**src/rtl/hpa_defs.svh**
```systemverilog
`ifndef HPA_DEFS_SVH
`define HPA_DEFS_SVH

// Instruction word fields, bit 31 is the word's leftmost bit
`define HPA_OPC_MSB 31
`define HPA_OPC_LSB 26
`define HPA_SRC2_MSB 25
`define HPA_SRC2_LSB 21
`define HPA_SRC1_MSB 20
`define HPA_SRC1_LSB 16
`define HPA_ZERO3_MSB 15
`define HPA_ZERO3_LSB 13
`define HPA_ZERO1_BIT 12
`define HPA_SUB_MSB 11
`define HPA_SUB_LSB 8
`define HPA_SUB6_LSB 6
`define HPA_SAT_MSB 7
`define HPA_SAT_LSB 6
`define HPA_TAIL_BIT 5
`define HPA_TGT_MSB 4
`define HPA_TGT_LSB 0

// Codes
`define HPA_MAJOR_OPC 6'h02
`define HPA_SUB_SUM 4'h3
`define HPA_SUB_DIFF 4'h1
`define HPA_SUB_AVG 6'h0B

// Clamp values
`define HPA_SMAX 16'h7FFF
`define HPA_SMIN 16'h8000
`define HPA_UMAX 16'hFFFF
`define HPA_UMIN 16'h0000

// Reset values
`define HPA_RESULT_RST 32'h0000_0000
`define HPA_TGT_RST 5'h00

`endif

```
**src/rtl/hpa_pkg.sv**
```systemverilog
package hpa_pkg;

  typedef enum logic [1:0] {
    HPA_OP_NONE = 2'b00,
    HPA_OP_HALFWORD_PARALLEL_SUM = 2'b01,
    HPA_OP_HALFWORD_PARALLEL_DIFFERENCE = 2'b10,
    HPA_OP_AVERAGE = 2'b11
  } hpa_op_t;

  typedef enum logic [1:0] {
    HPA_SAT_UNSIGNED_CLAMP_OPTION = 2'b00,
    HPA_SAT_SIGNED = 2'b01,
    HPA_SAT_SPARE = 2'b10,
    HPA_SAT_MODULAR = 2'b11
  } hpa_sat_t;

endpackage

```
**src/rtl/hpa_unit.sv**
```systemverilog
`timescale 1ns/10ps
`include "hpa_defs.svh"

module hpa_lane #(
  parameter int W = 16
) (
  input wire logic [W-1:0] a_in,
  input wire logic [W-1:0] b_in,
  input wire hpa_pkg::hpa_op_t op_in,
  input wire hpa_pkg::hpa_sat_t sat_in,
  output logic [W-1:0] res_out
);
  logic [W+1:0] a_s;
  logic [W+1:0] a_u;
  logic [W+1:0] b_t;
  logic [W+1:0] cin;
  logic [W+1:0] wide_s;
  logic [W+1:0] wide_u;
  logic [W:0] avg_sum;

  always_comb
  begin
    a_s = {{2{a_in[W-1]}}, a_in};
    a_u = {2'b00, a_in};
    b_t = {{2{b_in[W-1]}}, b_in};
    cin = '0;
    if (op_in == hpa_pkg::HPA_OP_HALFWORD_PARALLEL_DIFFERENCE)
    begin
      b_t = ~b_t;
      cin[0] = 1'b1;
    end
    wide_s = a_s + b_t + cin;
    wide_u = a_u + b_t + cin;
    avg_sum = {1'b0, a_in} + {1'b0, b_in};
    res_out = wide_s[W-1:0];
    if (op_in == hpa_pkg::HPA_OP_AVERAGE)
    begin
      res_out = {avg_sum[W], avg_sum[W-1:2], avg_sum[1] | avg_sum[0]};
    end
    else
    begin
      case (sat_in)
        hpa_pkg::HPA_SAT_SIGNED:
        begin
          if (!wide_s[W+1] && (wide_s[W] || wide_s[W-1]))
          begin
            res_out = `HPA_SMAX;
          end
          else if (wide_s[W+1] && !(wide_s[W] && wide_s[W-1]))
          begin
            res_out = `HPA_SMIN;
          end
        end
        hpa_pkg::HPA_SAT_UNSIGNED_CLAMP_OPTION:
        begin
          if (!wide_u[W+1] && wide_u[W])
          begin
            res_out = `HPA_UMAX;
          end
          else if (wide_u[W+1])
          begin
            res_out = `HPA_UMIN;
          end
          else
          begin
            res_out = wide_u[W-1:0];
          end
        end
        default:
        begin
          res_out = wide_s[W-1:0];
        end
      endcase
    end
  end
endmodule

module hpa_halfword_parallel_arith (
  input wire logic clk_in,
  input wire logic reset_in,
  input wire logic issue_in,
  input wire logic [31:0] instr_in,
  input wire logic [31:0] src1_in,
  input wire logic [31:0] src2_in,
  output logic [4:0] src1_idx_out,
  output logic [4:0] src2_idx_out,
  output logic wr_en_out,
  output logic [4:0] wr_idx_out,
  output logic [31:0] result_out
);
  hpa_pkg::hpa_op_t op;
  hpa_pkg::hpa_sat_t sat;
  logic fixed_ok;
  logic [31:0] next_result;

  assign src1_idx_out = instr_in[`HPA_SRC1_MSB:`HPA_SRC1_LSB];
  assign src2_idx_out = instr_in[`HPA_SRC2_MSB:`HPA_SRC2_LSB];

  always_comb
  begin
    fixed_ok = instr_in[`HPA_OPC_MSB:`HPA_OPC_LSB] == `HPA_MAJOR_OPC
      && instr_in[`HPA_ZERO3_MSB:`HPA_ZERO3_LSB] == 3'h0
      && !instr_in[`HPA_ZERO1_BIT] && !instr_in[`HPA_TAIL_BIT];
    sat = hpa_pkg::hpa_sat_t'(instr_in[`HPA_SAT_MSB:`HPA_SAT_LSB]);
    op = hpa_pkg::HPA_OP_NONE;
    if (fixed_ok && instr_in[`HPA_SUB_MSB:`HPA_SUB_LSB] == `HPA_SUB_SUM)
    begin
      op = hpa_pkg::HPA_OP_HALFWORD_PARALLEL_SUM;
    end
    else if (fixed_ok && instr_in[`HPA_SUB_MSB:`HPA_SUB_LSB] == `HPA_SUB_DIFF)
    begin
      op = hpa_pkg::HPA_OP_HALFWORD_PARALLEL_DIFFERENCE;
    end
    else if (fixed_ok && instr_in[`HPA_SUB_MSB:`HPA_SUB6_LSB] == `HPA_SUB_AVG)
    begin
      op = hpa_pkg::HPA_OP_AVERAGE;
    end
  end

  hpa_lane #(.W(16)) u_lane_left (
    .a_in(src1_in[31:16]),
    .b_in(src2_in[31:16]),
    .op_in(op),
    .sat_in(sat),
    .res_out(next_result[31:16])
  );

  hpa_lane #(.W(16)) u_lane_right (
    .a_in(src1_in[15:0]),
    .b_in(src2_in[15:0]),
    .op_in(op),
    .sat_in(sat),
    .res_out(next_result[15:0])
  );

  always_ff @(posedge clk_in)
  begin
    if (reset_in)
    begin
      wr_en_out <= 1'b0;
      wr_idx_out <= `HPA_TGT_RST;
      result_out <= `HPA_RESULT_RST;
    end
    else
    begin
      wr_en_out <= issue_in && op != hpa_pkg::HPA_OP_NONE;
      if (issue_in && op != hpa_pkg::HPA_OP_NONE)
      begin
        wr_idx_out <= instr_in[`HPA_TGT_MSB:`HPA_TGT_LSB];
        result_out <= next_result;
      end
    end
  end

  // Checking helpers
  logic [31:0] chk_a;
  logic [31:0] chk_b;
  logic [4:0] chk_t;
  hpa_pkg::hpa_op_t chk_op;
  hpa_pkg::hpa_sat_t chk_sat;
  logic [15:0] wrap_hi;
  logic [16:0] usum_hi;
  logic [16:0] avg_lo;

  always_ff @(posedge clk_in)
  begin
    chk_a <= src1_in;
    chk_b <= src2_in;
    chk_t <= instr_in[`HPA_TGT_MSB:`HPA_TGT_LSB];
    chk_op <= op;
    chk_sat <= sat;
  end

  assign wrap_hi = chk_a[31:16] + chk_b[31:16];
  assign usum_hi = {1'b0, chk_a[31:16]} + {1'b0, chk_b[31:16]};
  assign avg_lo = {1'b0, chk_a[15:0]} + {1'b0, chk_b[15:0]};
endmodule
```
**config.mk**
```make
export PLATFORM = sky130hd
export DESIGN_NAME = hpa_halfword_parallel_arith
export DESIGN_NICKNAME = d
export VERILOG_FILES = /design/src/rtl/hpa_pkg.sv /design/src/rtl/hpa_unit.sv
export VERILOG_INCLUDE_DIRS = /design/src /design/src/rtl
export SDC_FILE = /design/constraint.sdc
export NUM_CORES = 1
export LEC_CHECK = 0
export ABC_CLOCK_PERIOD_IN_PS = 3960
export BUFFER_PORTS_ARGS = -buffer_cell sky130_fd_sc_hd__buf_2
export CAP_MARGIN = 25
export CORE_ASPECT_RATIO = 0.8
export CORE_UTILIZATION = 43
export CTS_CLUSTER_SIZE = 25
export DETAILED_ROUTE_END_ITERATION = 6
export GPL_TIMING_DRIVEN = 1
export PLACE_DENSITY = 0.69
export SYNTH_ARGS = -nofsm -noshare
export SYNTH_HDL_FRONTEND = slang
export SYNTH_HIERARCHICAL = 1
export SYNTH_SLANG_ARGS = --single-unit
```
**constraint.sdc**
```tcl
create_clock -name clk_in -period 3.96 [get_ports clk_in]
set_input_delay 0.198 -clock clk_in [delete_from_list [all_inputs] [get_ports clk_in]]
set_output_delay 0.198 -clock clk_in [all_outputs]
set_load 0.01 [all_outputs]
```
==> summary.md <==
| Metric | Value |
|---|---|
| Outcome | `finished clean` |
| Post-DR wirelength/cell | `14.8 um` |
| Crit path time final | `3.75 ns` |
| CTS Sinks | `38` |
| Total die area | `14,400 sq um` |
| Cts bufs inserted | `5` |
| Max Clock Freq | `~270 MHz` |
| Htree depth | `2` |
| Hpwl dp | `between 10 and 15 mm` |
| Final Skew | `0 ns` |
| Net switching fraction of the power | `36.9%` |
| Syn Area/Cell | `8.00 sq um` |
| DRC viols | `0` |
| Max Slew Vio Count | `0` |
| PwrDens | `221 nW/um^2` |
| YS warnings | `6` |
| Seq. cell area | `761 sq um` |
| RSZ-0062 raised after global routing | `true` |
| # fillers | `approximately 1.3k` |
| CP dominant cell by count | `buf_4` |
| Final setup violation count | `0` |
| Gate power share | `between 50% and 60%` |
| CP max stage cell | `nand4_1` |
| Area of the multi-input gates | `5030 sq um` |
| Largest family of logic cells by synthesized area | `compound AO/OA/AOI/OAI gates` |
| Ys flop type | `dfxtp_1` |
| Final core occ | `57.3%` |
| Initial antenna violation count | `0` |
| Gpl congestion | `0.897` |
| Adder-Cell Fraction of Synth Area | `14.7%` |
| Hold Path Cell Cnt | `3` |
| Mux cell area share after synthesis | `between 6 and 7%` |
| Syn Std Cell Area | `5990 sq um` |
| CTS tree | `yes` |
| Leakage power | `around 3.6 nW` |
| Total of max-cap violations | `0` |
| First-pass GRT wire length | `between 20 and 30 mm` |
| Tightest Hold Check Type | `primary input to register` |
| Chip Height | `108 um` |
| Setup CP Type | `primary input to register` |
| Synthesized flop and latch total | `38` |
| Worst Slack Setup Final | `about 0.21 ns` |
| Global route overflow | `0` |
| CTS Hold Buffers Added | `0` |
| Final ANT Viol Nets | `0` |
| Core Region | `13,600 sq um` |
| Worst-Margin Slew | `0.995 ns` |
| Cell Rows | `38` |
| CTS root buffer | `clkbuf_16` |
| Worst path max stage delay | `0.31 ns` |
| Tcrit/Tclk final | `approximately 95%` |
| Int Pwr | `1.09 mW` |
| Worst-path clk slew | `0.06 ns` |
| Syn Nets | `916` |
| N_diodes | `0` |
| Nets | `1,128` |
| Critical path's top delay family | `simple AND/OR/NAND/NOR gates` |
| CP Launch Type | `primary input` |
| Port Buffers | `126` |
| CP Max Fanout | `10` |
| Vias | `6,022` |
| Worst slack at placement | `-0.432 ns` |
| Worst r2r src | `wr_idx_out[0]` |
| Area growth from synthesis to layout | `30.1%` |
| Cell Chain, Critical Path | `buf_2 > nor4b_4 > nand4_1 > buf_4 > nor3b_2 > nand2b_1 > buf_12 > buf_4 > xnor2_1 > ha_1 > nand2_1 > o21ai_1 > o21a_1 > o21a_1 > buf_4 > o311ai_2 > nand4_1 > buf_4 > o21ai_0 > a21oi_2 > nand2b_1 > mux2i_1` |
| Initial core utilization | `44.1%` |
| Largest net degree at the start of global routing | `76` |
| Ports | `147` |
| WP data required | `4.12 ns` |
| Sequential share of power | `22.2%` |
| Critical Path AT | `a little under 4 ns` |
| Compound-gate portion of the synthesized area | `~26%` |
| Vias in the first global route | `between 5k and 6k` |
| Routed wire length | `16.9 mm` |
| FF-to-FF path depth | `2` |
| Sequential-to-total area share from yosys stat | `between 10% and 20%` |
| Layout cells sized above 1 | `31.2%` |
| Stages on the worst setup path | `22` |
| Clk pwr share | `around 25%` |
| Total global-route track usage | `22.7%` |
| Die Span X | `134 um` |
| Synth Area in XOR/XNOR | `11.8%` |
| Max_slew headroom | `33.7%` |
| Cell variety after synth | `between 80 and 90` |
| Post-synthesis cell count | `749` |
| Fraction of registers with async set/reset | `0%` |
| VDD IR max | `156 uV` |
| CP bufs+invs | `6` |
| Iteration-0 DRC Markers | `367` |
| Hold endpoint | `wr_idx_out[3]` |
| Flop-to-flop setup slack | `about 3.4 ns` |
| Number of flops mapped to enable cells by yosys | `0` |
| DRT Pass-1 Iters | `5` |
| Min-Delay Startpoint | `instr_in[3]` |
| Clock Tree Buf Depth | `2` |
| Via density per instance | `5.27` |
| Critical Path Sink Type | `register` |
| Worst skew pair latency | `0.28 ns` |
| Simple-gate share of the synthesized area | `~23%` |
| P_sw | `635 uW` |
| Final Hold Fails | `0` |
| R2R Path End | `wr_idx_out[0]` |
[routing by layer]
| metal | track usage (%) | part of all wire [%] |
|---|---|---|
| met5 | 0 | 0 |
| met1 | 34.6 | 52 |
| met4 | 2.11 | 0.45 |
| met2 | 33.9 | 42 |
| met3 | 3.91 | 5.7 |
[worst max-delay path by stage]
stage / from / to / slack (ns)
2_1_floorplan: instr_in[15] / result_out[23] / 0.01
3_3_place_gp: instr_in[26] / result_out[18] / -0.43
3_5_place_dp: instr_in[26] / result_out[8] / -0.43
6_report: instr_in[26] / result_out[16] / 0.21
4_1_cts: instr_in[26] / result_out[15] / 0.03
5_1_grt: instr_in[26] / result_out[25] / -0.04
[layout by cell type, fill, tap and decap left out, drive strengths merged, types with 10 or more instances in the layout]
| master | Yosys | layout |
|---|---|---|
| buf | 21 | 238 |
| nand2b | 81 | 81 |
| ha | 64 | 64 |
| nand2 | 61 | 61 |
| xnor2 | 51 | 51 |
| nor2 | 42 | 42 |
| a21oi | 42 | 42 |
| o21ai | 42 | 42 |
| mux2i | 39 | 39 |
| dfxtp | 38 | 38 |
| xor2 | 29 | 29 |
| inv | 27 | 27 |
| nor3 | 16 | 16 |
| o21a | 14 | 14 |
| a22oi | 14 | 14 |
| nand3 | 12 | 12 |
| a21o | 12 | 12 |
| a211oi | 10 | 10 |
[Yosys cell counts, types with 4 or more instances]
cell type / instances / area, sq um
nand2b_1: 81 / 507
ha_1: 64 / 801
nand2_1: 61 / 229
xnor2_1: 50 / 438
nor2_1: 41 / 154
a21oi_1: 38 / 190
dfxtp_1: 38 / 761
mux2i_1: 38 / 380
o21ai_0: 32 / 160
xor2_1: 29 / 254
inv_1: 27 / 101
nor3_1: 14 / 70.1
clkbuf_1: 13 / 48.8
o21a_1: 13 / 97.6
a21o_1: 12 / 90.1
buf_4: 12 / 90.1
nand3_1: 12 / 60.1
o21ai_1: 10 / 50.1
a211oi_1: 8 / 60.1
o2bb2ai_1: 8 / 70.1
a22oi_1: 7 / 52.6
a22oi_2: 7 / 87.6
nor2b_1: 7 / 43.8
a31oi_1: 6 / 37.5
o211ai_1: 6 / 45.0
o21bai_1: 6 / 45.0
and2_1: 5 / 31.3
and3_1: 5 / 31.3
nand4_1: 5 / 31.3
o22ai_1: 5 / 31.3
a21oi_2: 4 / 35.0
fa_1: 4 / 80.1
o211a_1: 4 / 40.0
[registers in the layout, summed over array words and instances, names as in the netlist]
signal,flops
result_out,32
wr_idx_out,5
wr_en_out,1
[power groups by stage]
| stage | registers [mW] | clock network [mW] | logic (mW) |
|---|---|---|---|
| floorplan | 0.391 | 0 | 0.595 |
| detailed placement | 0.391 | 0 | 0.879 |
| global placement | 0.391 | 0 | 0.871 |
| CTS | 0.382 | 0.437 | 0.885 |
| finish | 0.382 | 0.425 | 0.914 |
| global route | 0.382 | 0.452 | 1.00 |
[cell families (layout without fill, tap and decap cells)]
group / Yosys count / after routing
and+or+nand+nor: 257 / 257
buffers and inverters: 61 / 274
xor gates and xnor gates: 80 / 80
AOI/OAI and AO/OA: 206 / 206
muxes: 39 / 39
DFF: 38 / 38
adders and majority gates: 68 / 68
[stage by stage]
stage	hold slack, ns	instance area [sq um]	power, mW	setup TNS [ns]	cells
floorplan	0.353	6010	0.986	0	749
global placement	0.396	7480	1.26	-9.50	1128
detailed placement	0.396	7490	1.27	-7.75	1129
CTS	0.166	7640	1.70	0	1137
global route	0.191	7800	1.84	-0.214	1142
finish	0.167	7800	1.72	0	1142
[worst register-to-register path, delay by kind of cell (launching register included)]
kind | cells | cell delay (ns)
simple gates | 1 | 0.06
flops | 1 | 0.36
mux | 1 | 0.12
[repair_timing]
action                     in CTS  in global routing
gates resized for setup         1                 22
setup endpoints to repair      16                 31
buffers inserted                0                  4
pin swaps                       0                 15
gates cloned                    0                  1
[area by class of cell]
class                   count  share of cell area [%]
inverters                  27                    1.30
flip-flops and latches     38                    9.76
repair buffers            239                    19.6
clock buffers               7                    1.83
well taps                 180                    2.89
clock inverters             1                  0.0642
multi-input cells         650                    64.6
Power figures use the tool's default switching activity.
